<file path="config.mk">
export PLATFORM = sky130hd
export DESIGN_NAME = rms_radio_flat
export DESIGN_NICKNAME = d
export VERILOG_FILES = /design/src/rtl/rms_pkg.sv /design/src/rtl/rms_link_if.sv /design/src/rtl/rms_radio.sv /design/src/flat_wrapper.sv
export SDC_FILE = /design/constraint.sdc
export NUM_CORES = 1
export LEC_CHECK = 0
export BUFFER_PORTS_ARGS = -buffer_cell sky130_fd_sc_hd__buf_2
export CORE_UTILIZATION = 60
export DETAILED_ROUTE_END_ITERATION = 8
export GPL_TIMING_DRIVEN = 0
export PLACE_DENSITY_LB_ADDON = 0.12
export SLEW_MARGIN = 0
export SYNTH_ARGS = -nofsm -noshare
export SYNTH_HDL_FRONTEND = slang
export SYNTH_SLANG_ARGS = --single-unit
</file>
<file path="constraint.sdc">
create_clock -name ref_clk -period 2.3 [get_ports ref_clk]
set_clock_uncertainty 0.05 [all_clocks]
set_input_delay 0.115 -clock ref_clk [delete_from_list [all_inputs] [get_ports ref_clk]]
set_output_delay 0.115 -clock ref_clk [all_outputs]
set_load 0.01 [all_outputs]
</file>
<file path="src/rtl/rms_pkg.sv">
// constants and types shared by both ends of the radio mode sequencer link
// assumes a single 40 MHz ref_clk on both ends
package rms_pkg;
  localparam int CLK_MHZ = 40;
  localparam int LNA_ON_US = 150;
  localparam int MIX_ON_US = 150;
  localparam int BPF_ON_US = 10;
  localparam int BPF_TUNE_US = 140;
  localparam int RSSI_UPD_US = 40;
  localparam int TX_SETTLE_US = 20;
  localparam int LNA_ON_CYC = LNA_ON_US * CLK_MHZ;
  localparam int MIX_ON_CYC = MIX_ON_US * CLK_MHZ;
  localparam int BPF_ON_CYC = BPF_ON_US * CLK_MHZ;
  localparam int BPF_TUNE_CYC = BPF_TUNE_US * CLK_MHZ;
  localparam int RSSI_UPD_CYC = RSSI_UPD_US * CLK_MHZ;
  localparam int TX_SETTLE_CYC = TX_SETTLE_US * CLK_MHZ;
  localparam int SER_MBPS = 24;
  localparam int SAMPLE_W = 6;
  localparam int SAMPLES_PER_BIT = 4;
  localparam int RSSI_W = 4;
  // radio register indices and fields, 16-bit words
  localparam logic [6:0] REG_MODE_IDX = 7'h02;
  localparam logic [6:0] REG_RSSI_CTL_IDX = 7'h04;
  localparam logic [6:0] REG_RSSI_RD_IDX = 7'h09;
  localparam logic [6:0] REG_RSSI_VAL_IDX = 7'h1d;
  localparam int MODE_TX_BIT = 14;
  localparam int MODE_RX_BIT = 13;
  localparam int MODE_NBW_BIT = 12;
  localparam int MODE_INJ_BIT = 11;
  localparam int RSSI_EN_BIT = 6;
  localparam int RSSI_RD_BIT = 8;
  localparam int RSSI_VAL_LSB = 0;
  localparam logic [3:0] MODE_RST = 4'h0;
  localparam logic RSSI_EN_RST = 1'b0;
  localparam logic RSSI_RD_RST = 1'b0;
  // serial frame: rw, 7-bit index, 16-bit data, msb first
  localparam int SPI_FRAME_BITS = 24;
  localparam int SPI_HDR_BITS = 8;
  localparam int SPI_HALF_CYC = 8;
  // host register offsets and fields
  localparam logic [7:0] HOST_CTRL_OFS = 8'h00;
  localparam logic [7:0] HOST_SPI_CMD_OFS = 8'h04;
  localparam logic [7:0] HOST_SPI_RD_OFS = 8'h08;
  localparam logic [7:0] HOST_STATUS_OFS = 8'h0c;
  localparam logic [7:0] HOST_SAMPLE_OFS = 8'h10;
  localparam int CTRL_START_BIT = 0;
  localparam int CTRL_TX_BIT = 1;
  localparam int CTRL_STOP_BIT = 2;
  localparam int CTRL_CHAN_LSB = 8;
  localparam int STAT_ERR_BIT = 3;
  localparam int CH_BASE_MHZ = 2402;
  localparam int HIGH_SIDE_MAX_MHZ = 2441;
  localparam logic [6:0] HIGH_SIDE_MAX_CH = 7'(HIGH_SIDE_MAX_MHZ - CH_BASE_MHZ);

  typedef enum logic [1:0] {
    RMS_IDLE = 2'b00,
    RMS_RX   = 2'b01,
    RMS_TX   = 2'b10
  } rms_mode_t;

  typedef enum logic [1:0] {
    HS_IDLE   = 2'b00,
    HS_MODEWR = 2'b01,
    HS_CYCLE  = 2'b10,
    HS_SETTLE = 2'b11
  } rms_hstate_t;
endpackage : rms_pkg

</file>
<file path="src/rtl/rms_link_if.sv">
// pins between the radio end and the baseband end
// both ends run on ref_clk; every pin is re-synchronised at the receiver
`timescale 1ns/1ps
interface rms_link_if;
  logic radio_cycle_enable_pin;
  logic spi_clk;
  logic spi_cs_n;
  logic spi_mosi;
  logic spi_miso;
  logic rx_sdata;
  logic rx_sstrobe;
  logic rx_sframe;

  modport radio (
    input  radio_cycle_enable_pin,
    input  spi_clk,
    input  spi_cs_n,
    input  spi_mosi,
    output spi_miso,
    output rx_sdata,
    output rx_sstrobe,
    output rx_sframe
  );

  modport baseband (
    output radio_cycle_enable_pin,
    output spi_clk,
    output spi_cs_n,
    output spi_mosi,
    input  spi_miso,
    input  rx_sdata,
    input  rx_sstrobe,
    input  rx_sframe
  );
endinterface : rms_link_if

</file>
<file path="src/rtl/rms_radio.sv">
// radio end: mode registers over serial port, receive-chain sequencing,
// strength capture and the serial demodulated sample stream
// assumes samples arrive on ref_clk; link pins come from the baseband end
`timescale 1ns/1ps
module rms_radio #(
  parameter int LNA_ON_CYC   = rms_pkg::LNA_ON_CYC,
  parameter int MIX_ON_CYC   = rms_pkg::MIX_ON_CYC,
  parameter int BPF_TUNE_CYC = rms_pkg::BPF_TUNE_CYC
) (
  input  wire logic                         ref_clk,
  input  wire logic                         rst_n,
  rms_link_if.radio                         link,
  input  wire logic [rms_pkg::SAMPLE_W-1:0] sample_data,
  input  wire logic                         sample_valid,
  output logic                              sample_ready,
  input  wire logic [rms_pkg::RSSI_W-1:0]   rssi_level,
  output logic                              lna_en,
  output logic                              mixer_en,
  output logic                              bpf_en,
  output logic                              bpf_tuned,
  output logic                              cal_tone_en,
  output logic                              tx_en,
  output logic                              high_side_inj,
  output logic                              power_down,
  output rms_pkg::rms_mode_t                radio_mode,
  output logic [1:0]                        rx_bit_phase
);
  import rms_pkg::*;

  // pin synchronisers: cycle enable, clock, select, data in
  logic [3:0] sy1_q, sy2_q, sy3_q;
  always_ff @(posedge ref_clk) begin
    if (!rst_n) begin
      sy1_q <= 4'h4;
      sy2_q <= 4'h4;
      sy3_q <= 4'h4;
    end else begin
      sy1_q <= {link.spi_mosi, link.spi_cs_n, link.spi_clk, link.radio_cycle_enable_pin};
      sy2_q <= sy1_q;
      sy3_q <= sy2_q;
    end
  end
  wire cyc_rise  = sy2_q[0] & ~sy3_q[0];
  wire cyc_fall  = ~sy2_q[0] & sy3_q[0];
  wire sclk_rise = sy2_q[1] & ~sy3_q[1];
  wire sclk_fall = ~sy2_q[1] & sy3_q[1];
  wire cs_act    = ~sy2_q[2];
  wire mosi      = sy2_q[3];

  // register state
  logic [3:0] mode_q;  // tx, rx, narrow, injection
  logic rssi_en_q, rssi_rd_q;
  logic [RSSI_W-1:0] rssi_val_q;
  rms_mode_t st_q, st_d;

  function automatic logic [15:0] rd_word(input logic [6:0] idx, input logic [3:0] md,
                                          input logic en, input logic rde,
                                          input logic [RSSI_W-1:0] val, input logic idle);
    logic [15:0] w;
    w = 16'h0000;
    case (idx)
      REG_MODE_IDX:     w[MODE_TX_BIT:MODE_INJ_BIT] = md;
      REG_RSSI_CTL_IDX: w[RSSI_EN_BIT] = en;
      REG_RSSI_RD_IDX:  w[RSSI_RD_BIT] = rde;
      REG_RSSI_VAL_IDX: if (idle && en && rde) w[RSSI_VAL_LSB +: RSSI_W] = val;
      default:          w = 16'h0000;
    endcase
    return w;
  endfunction : rd_word

  // serial register port, mode 0, msb first
  logic [4:0]  bit_cnt_q;
  logic [22:0] sh_in_q;
  logic [15:0] sh_out_q;
  logic        miso_q;
  wire  [23:0] frame_nx = {sh_in_q, mosi};
  wire         hdr_done = sclk_rise && bit_cnt_q == 5'(SPI_HDR_BITS - 1);
  wire         wr_commit = sclk_rise && bit_cnt_q == 5'(SPI_FRAME_BITS - 1) && !frame_nx[23];
  wire  [6:0]  wr_idx = frame_nx[22:16];
  wire  [15:0] wr_dat = frame_nx[15:0];
  wire  [15:0] rd_dat = rd_word(frame_nx[6:0], mode_q, rssi_en_q, rssi_rd_q, rssi_val_q,
                                st_q == RMS_IDLE);

  always_ff @(posedge ref_clk) begin
    if (!rst_n) begin
      bit_cnt_q <= 5'h00;
      sh_in_q   <= 23'h000000;
      sh_out_q  <= 16'h0000;
      miso_q    <= 1'b0;
    end else if (!cs_act) begin
      bit_cnt_q <= 5'h00;
      miso_q    <= 1'b0;
    end else begin
      if (sclk_rise) begin
        sh_in_q   <= frame_nx[22:0];
        bit_cnt_q <= bit_cnt_q + 5'h01;
      end
      if (hdr_done) sh_out_q <= frame_nx[7] ? rd_dat : 16'h0000;
      else if (sclk_fall && bit_cnt_q >= 5'(SPI_HDR_BITS)) begin
        miso_q   <= sh_out_q[15];
        sh_out_q <= {sh_out_q[14:0], 1'b0};
      end
    end
  end

  always_ff @(posedge ref_clk) begin
    if (!rst_n) begin
      mode_q    <= MODE_RST;
      rssi_en_q <= RSSI_EN_RST;
      rssi_rd_q <= RSSI_RD_RST;
    end else if (wr_commit) begin
      case (wr_idx)
        REG_MODE_IDX:     mode_q <= wr_dat[MODE_TX_BIT:MODE_INJ_BIT];
        REG_RSSI_CTL_IDX: rssi_en_q <= wr_dat[RSSI_EN_BIT];
        REG_RSSI_RD_IDX:  rssi_rd_q <= wr_dat[RSSI_RD_BIT];
        default:          ;
      endcase
    end
  end

  // mode sequencing; tx bit wins if the host sets both
  wire m_tx = mode_q[MODE_TX_BIT - MODE_INJ_BIT];
  wire m_rx = mode_q[MODE_RX_BIT - MODE_INJ_BIT];
  always_comb begin
    st_d = st_q;
    if (cyc_fall) st_d = RMS_IDLE;
    else if (cyc_rise) st_d = m_tx ? RMS_TX : (m_rx ? RMS_RX : RMS_IDLE);
  end

  localparam int TMR_MAX = (LNA_ON_CYC > BPF_TUNE_CYC) ? LNA_ON_CYC : BPF_TUNE_CYC;
  logic [15:0] tmr_q;
  wire         rx_d = st_d == RMS_RX;
  wire         tmr_sat = tmr_q >= 16'(TMR_MAX);
  logic        lna_q, mix_q, bpf_q, tuned_q, pd_q;

  // enables come from the next state so a fall turns them off at once
  always_ff @(posedge ref_clk) begin
    if (!rst_n) begin
      st_q    <= RMS_IDLE;
      tmr_q   <= 16'h0000;
      lna_q   <= 1'b0;
      mix_q   <= 1'b0;
      bpf_q   <= 1'b0;
      tuned_q <= 1'b0;
      pd_q    <= 1'b0;
    end else begin
      st_q    <= st_d;
      tmr_q   <= (cyc_rise || !rx_d) ? 16'h0000 : (tmr_sat ? tmr_q : tmr_q + 16'h0001);
      lna_q   <= rx_d && tmr_q >= 16'(LNA_ON_CYC);
      mix_q   <= rx_d && tmr_q >= 16'(MIX_ON_CYC);
      bpf_q   <= rx_d && tmr_q >= 16'(BPF_ON_CYC);
      tuned_q <= rx_d && tmr_q >= 16'(BPF_TUNE_CYC);
      pd_q    <= cyc_fall && st_q != RMS_IDLE;
    end
  end

  // two-entry sample buffer; flushed outside receive
  logic [SAMPLE_W-1:0] buf_q [2];
  logic       wp_q, rp_q;
  logic [1:0] cnt_q;
  logic       ser_pop;
  wire        in_rx = st_q == RMS_RX;
  assign sample_ready = in_rx && cnt_q != 2'd2;
  wire        push = sample_valid && sample_ready;
  wire        pop  = ser_pop && cnt_q != 2'd0;
  always_ff @(posedge ref_clk) begin
    if (!rst_n || !in_rx) begin
      wp_q  <= 1'b0;
      rp_q  <= 1'b0;
      cnt_q <= 2'd0;
    end else begin
      if (push) begin
        buf_q[wp_q] <= sample_data;
        wp_q        <= ~wp_q;
      end
      if (pop) rp_q <= ~rp_q;
      cnt_q <= cnt_q + {1'b0, push} - {1'b0, pop};
    end
  end

  // bit pacing: 24 of every 40 clocks carry a bit
  logic [5:0] acc_q;
  wire  [6:0] acc_sum = {1'b0, acc_q} + 7'(SER_MBPS);
  wire        bit_stb = acc_sum >= 7'(CLK_MHZ);
  logic [SAMPLE_W-1:0] sh_q;
  logic [2:0] left_q;
  logic       sd_q, ss_q, sf_q;
  logic [1:0] ph_q;
  assign ser_pop = bit_stb && left_q == 3'd0;
  always_ff @(posedge ref_clk) begin
    if (!rst_n) begin
      acc_q  <= 6'h00;
      sh_q   <= '0;
      left_q <= 3'd0;
      sd_q   <= 1'b0;
      ss_q   <= 1'b0;
      sf_q   <= 1'b0;
      ph_q   <= 2'd0;
    end else begin
      acc_q <= bit_stb ? 6'(acc_sum - 7'(CLK_MHZ)) : acc_sum[5:0];
      ss_q  <= 1'b0;
      sf_q  <= 1'b0;
      if (!in_rx) begin
        left_q <= 3'd0;
        ph_q   <= 2'd0;
        sd_q   <= 1'b0;
      end else if (pop) begin
        sd_q   <= buf_q[rp_q][SAMPLE_W-1];
        sh_q   <= {buf_q[rp_q][SAMPLE_W-2:0], 1'b0};
        left_q <= 3'(SAMPLE_W - 1);
        ss_q   <= 1'b1;
        sf_q   <= 1'b1;
        ph_q   <= 2'(ph_q + 2'd1);
      end else if (bit_stb && left_q != 3'd0) begin
        sd_q   <= sh_q[SAMPLE_W-1];
        sh_q   <= {sh_q[SAMPLE_W-2:0], 1'b0};
        left_q <= left_q - 3'd1;
        ss_q   <= 1'b1;
      end
    end
  end

  // strength capture 40 us after the first sample of the cycle
  logic        seen_q;
  logic [10:0] rtmr_q;
  always_ff @(posedge ref_clk) begin
    if (!rst_n) begin
      seen_q     <= 1'b0;
      rtmr_q     <= 11'd0;
      rssi_val_q <= '0;
    end else if (!in_rx) begin
      seen_q <= 1'b0;
      rtmr_q <= 11'd0;
    end else begin
      if (push) seen_q <= 1'b1;
      if (seen_q && rtmr_q != 11'(RSSI_UPD_CYC)) rtmr_q <= rtmr_q + 11'd1;
      if (seen_q && rtmr_q == 11'(RSSI_UPD_CYC - 1) && rssi_en_q) rssi_val_q <= rssi_level;
    end
  end

  assign link.spi_miso   = miso_q;
  assign link.rx_sdata   = sd_q;
  assign link.rx_sstrobe = ss_q;
  assign link.rx_sframe  = sf_q;
  assign lna_en          = lna_q;
  assign mixer_en        = mix_q;
  assign bpf_en          = bpf_q;
  assign bpf_tuned       = tuned_q;
  assign cal_tone_en     = bpf_q && !tuned_q;
  assign tx_en           = st_q == RMS_TX;
  assign high_side_inj   = mode_q[0];
  assign power_down      = pd_q;
  assign radio_mode      = st_q;
  assign rx_bit_phase    = ph_q;
endmodule : rms_radio

</file>
<file path="src/flat_wrapper.sv">
// flat-port wrapper written by rule: the top's interface ports become plain ports
module rms_radio_flat import rms_pkg::*;
#(
  parameter int LNA_ON_CYC   = rms_pkg::LNA_ON_CYC,
  parameter int MIX_ON_CYC   = rms_pkg::MIX_ON_CYC,
  parameter int BPF_TUNE_CYC = rms_pkg::BPF_TUNE_CYC
)
  (ref_clk, rst_n, sample_data, sample_valid, sample_ready, rssi_level, lna_en, mixer_en, bpf_en, bpf_tuned, cal_tone_en, tx_en, high_side_inj, power_down, radio_mode, rx_bit_phase, link_radio_cycle_enable_pin, link_spi_clk, link_spi_cs_n, link_spi_mosi, link_spi_miso, link_rx_sdata, link_rx_sstrobe, link_rx_sframe);
  rms_link_if link_i ();
  input  wire logic ref_clk;
  input  wire logic rst_n;
  input  wire logic [rms_pkg::SAMPLE_W-1:0] sample_data;
  input  wire logic sample_valid;
  output logic sample_ready;
  input  wire logic [rms_pkg::RSSI_W-1:0] rssi_level;
  output logic lna_en;
  output logic mixer_en;
  output logic bpf_en;
  output logic bpf_tuned;
  output logic cal_tone_en;
  output logic tx_en;
  output logic high_side_inj;
  output logic power_down;
  output rms_pkg::rms_mode_t radio_mode;
  output logic [1:0] rx_bit_phase;
  input wire logic [$bits(link_i.radio_cycle_enable_pin)-1:0] link_radio_cycle_enable_pin;
  input wire logic [$bits(link_i.spi_clk)-1:0] link_spi_clk;
  input wire logic [$bits(link_i.spi_cs_n)-1:0] link_spi_cs_n;
  input wire logic [$bits(link_i.spi_mosi)-1:0] link_spi_mosi;
  output wire logic [$bits(link_i.spi_miso)-1:0] link_spi_miso;
  output wire logic [$bits(link_i.rx_sdata)-1:0] link_rx_sdata;
  output wire logic [$bits(link_i.rx_sstrobe)-1:0] link_rx_sstrobe;
  output wire logic [$bits(link_i.rx_sframe)-1:0] link_rx_sframe;
  assign link_i.radio_cycle_enable_pin = link_radio_cycle_enable_pin;
  assign link_i.spi_clk = link_spi_clk;
  assign link_i.spi_cs_n = link_spi_cs_n;
  assign link_i.spi_mosi = link_spi_mosi;
  assign link_spi_miso = link_i.spi_miso;
  assign link_rx_sdata = link_i.rx_sdata;
  assign link_rx_sstrobe = link_i.rx_sstrobe;
  assign link_rx_sframe = link_i.rx_sframe;
  rms_radio #(.LNA_ON_CYC(LNA_ON_CYC), .MIX_ON_CYC(MIX_ON_CYC), .BPF_TUNE_CYC(BPF_TUNE_CYC)) u_core (.ref_clk(ref_clk), .rst_n(rst_n), .link(link_i), .sample_data(sample_data), .sample_valid(sample_valid), .sample_ready(sample_ready), .rssi_level(rssi_level), .lna_en(lna_en), .mixer_en(mixer_en), .bpf_en(bpf_en), .bpf_tuned(bpf_tuned), .cal_tone_en(cal_tone_en), .tx_en(tx_en), .high_side_inj(high_side_inj), .power_down(power_down), .radio_mode(radio_mode), .rx_bit_phase(rx_bit_phase));
endmodule
</file>
# Word-level counts from Yosys, hierarchy flattened
# Memories as Yosys holds them, arrays and structs flattened. A register that Yosys moved wholly into a read port is not among the register bits.
# Index checks and enable logic that the tools add are counted.
# word_totals
mem_bits_rw	12
ff_bits	123
memories	1
output_inout_bits	17
word_cells	146
inputBits	17
# op_classes
magnitude_cmp	5
n_eq_ne	15
bitwise_logic	14
n_reduce_logical	45
addsub	9
mux	27
# memory_table
memory	depth	word_bits	rd	rd_ports_with_merged_regs	write_ports	line_no	rtl
u_core.buf_q	2	6	1	1	1	rms_radio.sv:158	logic [SAMPLE_W-1:0] buf_q [2];
# ops
cell	count
>= comparator 16 x 13 -> 1 bit (second input constant)	2
2-to-1 mux 16 bit	2
logical AND 1 bit	19
2-to-1 mux 6 bit	3
AND reduction 2 bit	9
adder 16 x 1 -> 16 bit (second input constant)	1
>= comparator 16 x 9 -> 1 bit (second input constant)	1
2-to-1 mux 15 bit	1
== test 7 x 2 -> 1 bit (second input constant)	2
== test 7 x 3 -> 1 bit (second input constant)	2
== test 7 x 4 -> 1 bit (second input constant)	2
2-to-1 mux 1 bit	13
2-to-1 mux 4 bit	3
adder 11 x 1 -> 11 bit (second input constant)	1
== test 11 bit (second input constant)	1
inequality test 11 bit (second input constant)	1
NOT 1 bit	10
nonzero test 2 bit	4
adder 6 x 5 -> 7 bit (second input constant)	1
== test 7 x 5 -> 1 bit (second input constant)	1
>= comparator 7 x 6 -> 1 bit (second input constant)	1
2-to-1 mux 2 bit	3
2-to-1 mux 3 bit	2
subtractor 6 bit (second input constant)	1
other kinds (19)	29

# Longest topological paths before layout
# Gate-level depths: netlist (run 1).
# depth
ltp_word	8
mapped_depth	9
mapped_depth_nobuf	9

# Worst setup path before layout (run 1)
# No wires, ideal clock.
# synth_path
path_type	register to register
startpoint	reg u_core.acc_q[3]
endpoint	reg u_core.cnt_q[0]
setup_ns	0.115
n_path_buf	0
required_time_ns	2.135
synth_period_minus_slack_ns	2.075
t_arrival_ns	1.911
path_slack_ns	0.225
path_stages_with_launch	9
cell_sequence	dfxtp_1 -> inv_1 -> ha_1 -> nand2b_1 -> a31oi_1 -> a21oi_1 -> mux2_2 -> ha_1 -> and2_1
# synth_between
elab_chain_len	5
# synth_lines
item	line_no	rtl
start, declared	rms_radio.sv:182	logic [5:0] acc_q;
start signal, assigned	rms_radio.sv:200	acc_q <= bit_stb ? 6'(acc_sum - 7'(CLK_MHZ)) : acc_sum[5:0];
adder 6 x 5 -> 7 bit	rms_radio.sv:183	wire [6:0] acc_sum = {1'b0, acc_q} + 7'(SER_MBPS);
>= comparator 7 x 6 -> 1 bit	rms_radio.sv:184	wire bit_stb = acc_sum >= 7'(CLK_MHZ);
logical AND 1 bit	rms_radio.sv:189	assign ser_pop = bit_stb && left_q == 3'd0;
logical AND 1 bit	rms_radio.sv:165	wire pop = ser_pop && cnt_q != 2'd0;
subtractor 2 x 1 -> 2 bit	rms_radio.sv:177	cnt_q <= cnt_q + {1'b0, push} - {1'b0, pop};
end signal, assigned	rms_radio.sv:177	
end, declared	rms_radio.sv:160	logic [1:0] cnt_q;
# No other way between the ends.
# A chain may end at the register's enable or synchronous reset.

# Final worst setup path (run 1)
# layout_path
startpoint	reg u_core.acc_q[3]
endpoint	reg u_core.cnt_q[1]
# Same word-level chain as after synthesis.

==> results.yml, run 1 <==
cells_and_area:
  layout.cells.most_common: "sky130_fd_sc_hd__dfxtp_1"
  area_growth_syn_to_layout_pct: 19.11
  n_antenna_cell: 0
  fraction_of_layout_instances_using_a_drive_strength_above_1_pct: 13.64
  finish.net_count: 704
  fin_cells: 818
  mostFrequentLayoutCells: "120 x sky130_fd_sc_hd__dfxtp_1, 83 x sky130_fd_sc_hd__nand2_1, 36 x sky130_fd_sc_hd__buf_2"
critical_path:
  timing.setup.critical_path_class: "flop to flop"
  worst_ep_required_time_ns: 2.70
  critical_path.max_fanout: 6
  cp_data_arrival_time_ns: 2.57
  setup.worst_path.start_class: "flop"
  endpoint_kind: "flop"
yosys:
  synth_simple_gate_area_share_pct: 22.55
  synth-main-ff-cell: "sky130_fd_sc_hd__dfxtp_1"
  synthesis.nets: 637
  synth-edff-count: 12
  post_synth_mux_area_share_pct: 4.690
  postSynthRegisterBits: 132
  synthXorXnorAreaFrac_pct: 2.455
  synth_cell_types: 62
  syn-instance-count: 609
  synth_seq_area_share_pct: 48.39
  synth_top_family_by_area: "simple AND/OR/NAND/NOR gates"
  synthArstFlopShare_pct: 0
  post_synth_fa_ha_maj_area_fraction_pct: 2.411
  synth-warning-count: 0
  synth_compound_area_share_pct: 16.22
  netlist_area_um2: 5709
  synth_area_per_cell_um2: 9.375
pwr:
  switching_share_pct: 23.95
  pwrdens_nw_per_um2: 787.5
  combPwrFrac_pct: 7.9
  p_int_mw: 4.073
  ir_worst_vdd_v: 0.0005323
  p_switching_mw: 1.283
  p_leak_nw: 2.462
  power.clock.fraction_pct: 47.7
  post-layout-total-power_mw: 5.355
  seq_power_share_pct: 44.4
placed_design:
  dp_cells: 771
  portBuffers: 33
  hpwl_um: 8331
  routabilityCongestion: 0.8593
sta:
  period_needed_ns: 2.175
  worst_case_headroom_to_the_max_slew_limit_pct: 32.73
  final-hold-violation-count: 0
  timing.fmax_mhz: 459.7
  number_of_endpoints_failing_setup_at_the_final_stage: 0
  slew_viol_final: 0
  holdWs_ns: 0.06737
  layout_worst_path_cycle_share_pct: 94.57
  rsz0062_at_grt: "true"
  max_slew.worst_pin.slew_ns: 1.001
global_routing:
  first_global_vias: 4486
  grt_usage_pct: 27.32
  globalRouteOverflowTotal: 0
  grt_start_max_net_pins: 17
  antenna_violations_before_repair: 0
  wire_length_of_the_first_global_routing_pass_um: 21030
floorplanning:
  initial_core_util_pct: 61.79
  core_area_um2: 9240
  num_io_pins: 34
  die_width_um: 99.55
  rows: 35
  chipHeight_um: 99.55
  die_outline_area_um2: 9909
clock_tree:
  clock_latency_ns: 0.53
  cts_tree: "done"
  cts-root-buf: "sky130_fd_sc_hd__clkbuf_8"
  tritoncts_num_sinks: 132
  clkTransAtPathRegs_ns: 0.06
  cts_made_buffers: 17
  number_of_h_tree_branching_levels: 4
  post_cts_buffers: 0
  clockBufferDepth: 2
run:
  max_cap_violations: 0
route:
  drcViolationCount: 0
  detail-route-antenna-nets: 0
  violation_count_after_the_first_detailed_routing_iteration: 252
  route.vias.total: 4671
  drt_pre_antenna_iters: 4
  detail_route.wl_per_cell_um: 15.31
  detail_route.vias_per_cell: 5.710
  totalWireLength_um: 12520
status:
  result_of_the_run: "finished, final reports clean"
hold_path:
  holdCritPathClass: "input port to flop"
[stage by stage]
step	setup slack (ns)	instance area (um^2)	TNS [ns]	utilization, %
2_1_floorplan	0.2245	5709	0	-
3_3_place_gp	-0.2852	6036	-2.400	65.32
3_5_place_dp	-0.2751	6036	-2.325	65.32
4_1_cts	0.04068	6770	0	73.27
5_1_grt	-0.03949	6800	-0.03949	73.60
6_report	0.1248	6800	0	73.60
[timing repair]
item / CTS / global route
endpoints found under the hold margin: 21 / 0
pin swaps: 0 / 1
gates resized for setup: 3 / 10
hold buffers: 15 / 0
endpoints found under the setup margin: 13 / 14
[worst paths after layout]
| check | from | endpoint | slack [ns] | cells past startpoint |
|---|---|---|---|---|
| setup / recovery | u_core.acc_q[3] | u_core.cnt_q[1] | 0.12 | 9 |
| setup reg to reg | u_core.acc_q[3] | u_core.cnt_q[1] | 0.12 | 9 |
| hold reg to reg | u_core.sy1_q[2] | u_core.sy2_q[2] | 0.36 | 1 |
| hold / removal | rst_n | u_core.sy2_q[2] | 0.07 | 3 |
[cell families (layout without fill, tap and decap cells)]
| logic type | after synthesis | after routing |
|---|---|---|
| and+or+nand+nor | 244 | 244 |
| AOI/OAI and AO/OA | 134 | 134 |
| DFF | 132 | 132 |
| buffers and inverters | 46 | 126 |
| muxes | 26 | 26 |
| xor gates and xnor gates | 16 | 16 |
| adders and majority gates | 11 | 11 |
[worst max-delay path, stage by stage, from the launching register on]
cell and delay (ns):
sky130_fd_sc_hd__dfxtp_1 0.38, sky130_fd_sc_hd__inv_1 0.11, sky130_fd_sc_hd__ha_2 0.25, sky130_fd_sc_hd__nor2_2 0.16, sky130_fd_sc_hd__nand2_2 0.14, sky130_fd_sc_hd__a21oi_1 0.16, sky130_fd_sc_hd__mux2_2 0.35, sky130_fd_sc_hd__ha_1 0.21
sky130_fd_sc_hd__nand2b_1 0.14, sky130_fd_sc_hd__mux2i_1 0.16
[state kept, by name, indices dropped and copies added, names as in the netlist, 2 cells and up, named ones only]
register	cells
u_core.rtmr_q	11
u_core.left_q	3
u_core.acc_q	3
u_core.sy2_q	4
u_core.sy3_q	2
u_core.bit_cnt_q	5
u_core.sh_in_q	23
u_core.rssi_val_q	4
u_core.tmr_q	16
u_core.buf_q	12
u_core.rx_bit_phase	2
u_core.mode_q	4
u_core.sy1_q	4
u_core.cnt_q	2
u_core.sh_out_q	16
u_core.radio_mode	2
u_core.sh_q	5
[power groups by stage]
stage	registers (mW)	logic, mW	clock network (mW)
floorplan	2.42	0.250	0
global placement	2.42	0.326	0
detailed placement	2.42	0.339	0
CTS	2.37	0.367	2.59
global route	2.38	0.463	2.70
finish	2.38	0.424	2.55
[area by class of cell]
class / count / area, um^2
clock inverters: 11 / 98.84
repair buffers: 48 / 315.3
flip-flops and latches: 132 / 2763
well taps: 129 / 161.4
inverters: 16 / 60.06
multi-input cells: 431 / 2800
fillers: 704 / 2440
clock buffers: 21 / 471.7
plain buffers: 30 / 130.1
[per-layer routing]
| layer | track usage, % | vias to the layer above | routed length (um) |
|---|---|---|---|
| met1 | 32.29 | 2223 | 5429 |
| li1 | - | 2313 | - |
| met4 | 11.09 | 0 | 301 |
| met3 | 7.800 | 27 | 473 |
| met2 | 46.74 | 108 | 6314 |
| met5 | 0 | - | 0 |
[synthesized netlist by cell type, drive strengths merged, types with 6 or more instances]
library cell | count | area [um^2]
o21ai | 26 | 130.1
nor2 | 30 | 112.6
inv | 16 | 60.06
or3 | 8 | 50.05
edfxtp | 12 | 360.4
nor4 | 6 | 50.04
clkbuf | 25 | 93.84
a22oi | 8 | 60.06
xnor2 | 11 | 96.34
a21oi | 20 | 100.1
o31ai | 14 | 105.1
and3 | 7 | 43.79
nand3 | 13 | 65.06
mux2 | 6 | 67.56
a21boi | 31 | 232.7
ha | 11 | 137.6
dfxtp | 120 | 2402
nand2b | 12 | 75.07
nand4 | 13 | 81.33
nor2b | 21 | 131.4
nand2 | 84 | 315.3
and2 | 14 | 87.59
a31oi | 8 | 50.05
mux2i | 20 | 200.2
nor3 | 9 | 45.04
No activity file was read; power rests on OpenSTA's default activity.
==> run 2, diff against run 1 <==
--- a/config.mk
+++ b/config.mk
@@ -8,3 +8,3 @@
 export BUFFER_PORTS_ARGS = -buffer_cell sky130_fd_sc_hd__buf_2
-export CORE_UTILIZATION = 60
+export CORE_UTILIZATION = 28
 export DETAILED_ROUTE_END_ITERATION = 8
--- a/constraint.sdc
+++ b/constraint.sdc
@@ -4,2 +4,2 @@
 set_output_delay 0.115 -clock ref_clk [all_outputs]
-set_load 0.01 [all_outputs]
+set_load 0.005 [all_outputs]
==> run 2 against run 1 <==
Effect of this change: hold slack improved by 0.042 ns; total power down 1.4%; maximum frequency up 1.9%; via count fell by 0.81%; combinational power fell by 5.4%; register-to-register slack better by 0.04 ns; worst setup slack better by 0.041 ns; sequential share of layout area decreased by 0.74 points; die area rose by 110%; clock power shrank 2%; sequential cell count unchanged; critical path type unchanged; highest routed layer unchanged.
==> results.yml, run 2 (synthesis results as in run 1) <==
status:
  result_of_the_run: "finished, final reports clean"
global_routing:
  grt_start_max_net_pins: 17
  globalRouteOverflowTotal: 0
  wire_length_of_the_first_global_routing_pass_um: 22280
  grt_usage_pct: 14.02
  antenna_violations_before_repair: 0
  first_global_vias: 4458
cells_and_area:
  finish.net_count: 703
  registers.top_by_ff_count: "u_core.sh_in_q"
  mostFrequentLayoutCells: "119 x sky130_fd_sc_hd__dfxtp_1, 83 x sky130_fd_sc_hd__nand2_1, 36 x sky130_fd_sc_hd__buf_2"
  biggestRegsByFlops: "u_core.sh_in_q (23), u_core.sh_out_q (16), u_core.tmr_q (16)"
  design_area_um2: 6929
  fraction_of_layout_instances_using_a_drive_strength_above_1_pct: 13.81
  area_growth_syn_to_layout_pct: 21.37
  n_antenna_cell: 0
  number_of_flip_flops_under_the_largest_register_name: 23
  fillerInstances: 2018
  layout.cells.most_common: "sky130_fd_sc_hd__dfxtp_1"
pwr:
  switching_share_pct: 26.01
  p_leak_nw: 2.436
  seq_power_share_pct: 45.0
  p_switching_mw: 1.373
  p_int_mw: 3.905
  ir_worst_vdd_v: 0.0004520
  pwrdens_nw_per_um2: 761.8
  power.clock.fraction_pct: 47.4
  combPwrFrac_pct: 7.6
critical_path:
  timing.setup.critical_path_class: "flop to flop"
  cp_data_arrival_time_ns: 2.43
  setup.worst_path.start_class: "flop"
  worst_ep_required_time_ns: 2.59
  endpoint_kind: "flop"
  critical_path.max_fanout: 6
sta:
  max_slew.worst_pin.slew_ns: 0.9810
  worst_case_headroom_to_the_max_slew_limit_pct: 34.10
  final-hold-violation-count: 0
  rsz0062_at_grt: "true"
  period_needed_ns: 2.134
  holdWs_ns: 0.1092
  tns_ns: 0
  layout_worst_path_cycle_share_pct: 92.78
  slew_viol_final: 0
  number_of_endpoints_failing_setup_at_the_final_stage: 0
  timing.fmax_mhz: 468.6
clock_tree:
  clockBufferDepth: 2
  cts_made_buffers: 17
  tritoncts_num_sinks: 132
  clock_latency_ns: 0.42
  clkTransAtPathRegs_ns: 0.06
  post_cts_buffers: 0
  number_of_h_tree_branching_levels: 4
  cts_tree: "done"
  cts-root-buf: "sky130_fd_sc_hd__clkbuf_16"
run:
  max_cap_violations: 0
route:
  drt_pre_antenna_iters: 5
  totalWireLength_um: 13660
  drcViolationCount: 0
  detail_route.vias_per_cell: 4.861
  violation_count_after_the_first_detailed_routing_iteration: 241
  detail_route.wl_per_cell_um: 14.33
  detail-route-antenna-nets: 0
  route.vias.total: 4633
hold_path:
  holdCritPathClass: "input port to flop"
placed_design:
  portBuffers: 33
  dpl_cell_area_um2: 6206
  hpwl_um: 9804
  routabilityCongestion: 0.7949
floorplanning:
  chipHeight_um: 144.8
  die_outline_area_um2: 20970
  num_io_pins: 34
  initial_core_util_pct: 28.95
  die_width_um: 144.8
  core_area_um2: 19720
  rows: 51
==> run 2: changes by cell type in the layout (fill, tap and decap cells not counted), sizes merged <==
cell and delta:
bufinv -1, clkinvlp +1, dlygate4sd3 -1, clkbuf -4, clkinv -2, inv +6
==> run 2: area by class of cell <==
class | count | area (um^2) | share of cell area (%)
Inverter | 16 | 60.06 | 0.8667
Sequential cell | 132 | 2764 | 39.89
Buffer | 30 | 128.9 | 1.860
Clock inverter | 15 | 122.6 | 1.770
Tap cell | 265 | 331.6 | 4.785
Multi-Input combinational cell | 431 | 2791 | 40.29
Clock buffer | 17 | 425.4 | 6.139
Timing Repair Buffer | 47 | 305.3 | 4.406
==> run 2: per-stage QoR <==
step	total power [mW]	setup slack (ns)	util [%]	instances
after global routing	5.527	-0.02124	35.14	953
after CTS	5.333	0.05417	35.02	953
after global placement	2.766	-0.2272	31.47	907
after floorplan	2.666	0.2245	-	609
after detailed placement	2.773	-0.1735	31.47	907
final	5.278	0.1661	35.14	953
==> run 2: final timing paths <==
path / start / end / slack (ns) / cells after the start
max: u_core.left_q[0] / u_core.rx_bit_phase[0] / 0.17 / 6
min: sample_valid / u_core.seen_q / 0.11 / 4
max reg2reg: u_core.left_q[0] / u_core.rx_bit_phase[0] / 0.17 / 6
min reg2reg: u_core.sy1_q[2] / u_core.sy2_q[2] / 0.37 / 1
==> run 2: worst max-delay path, stage by stage (launching register included) <==
cell and delay [ns]:
sky130_fd_sc_hd__dfxtp_1 0.30, sky130_fd_sc_hd__inv_1 0.10, sky130_fd_sc_hd__ha_1 0.23, sky130_fd_sc_hd__nor2b_1 0.38, sky130_fd_sc_hd__o21ai_0 0.34, sky130_fd_sc_hd__a21oi_1 0.43, sky130_fd_sc_hd__mux2i_1 0.23
==> run 2: repair_timing <==
| action | in CTS | in global routing |
|---|---|---|
| pin swaps | 0 | 1 |
| endpoints found under the hold margin | 20 | 0 |
| hold buffers | 14 | 0 |
| resized for setup | 2 | 9 |
| endpoints found under the setup margin | 14 | 14 |
==> run 2: power by group through the flow <==
stage	combinational, mW	clock, mW	sequential (mW)
2_1_floorplan	0.249	0	2.42
3_3_place_gp	0.344	0	2.42
3_5_place_dp	0.349	0	2.42
4_1_cts	0.374	2.59	2.37
5_1_grt	0.446	2.70	2.38
6_report	0.401	2.50	2.38
==> run 2: metal layers <==
metal / share of wire, % / GRT usage [%] / up-vias
li1: - / - / 2312
met1: 46 / 17.04 / 2215
met2: 48 / 23.20 / 93
met3: 4.2 / 3.291 / 13
met4: 2.0 / 6.870 / 0
met5: 0 / 0 / -
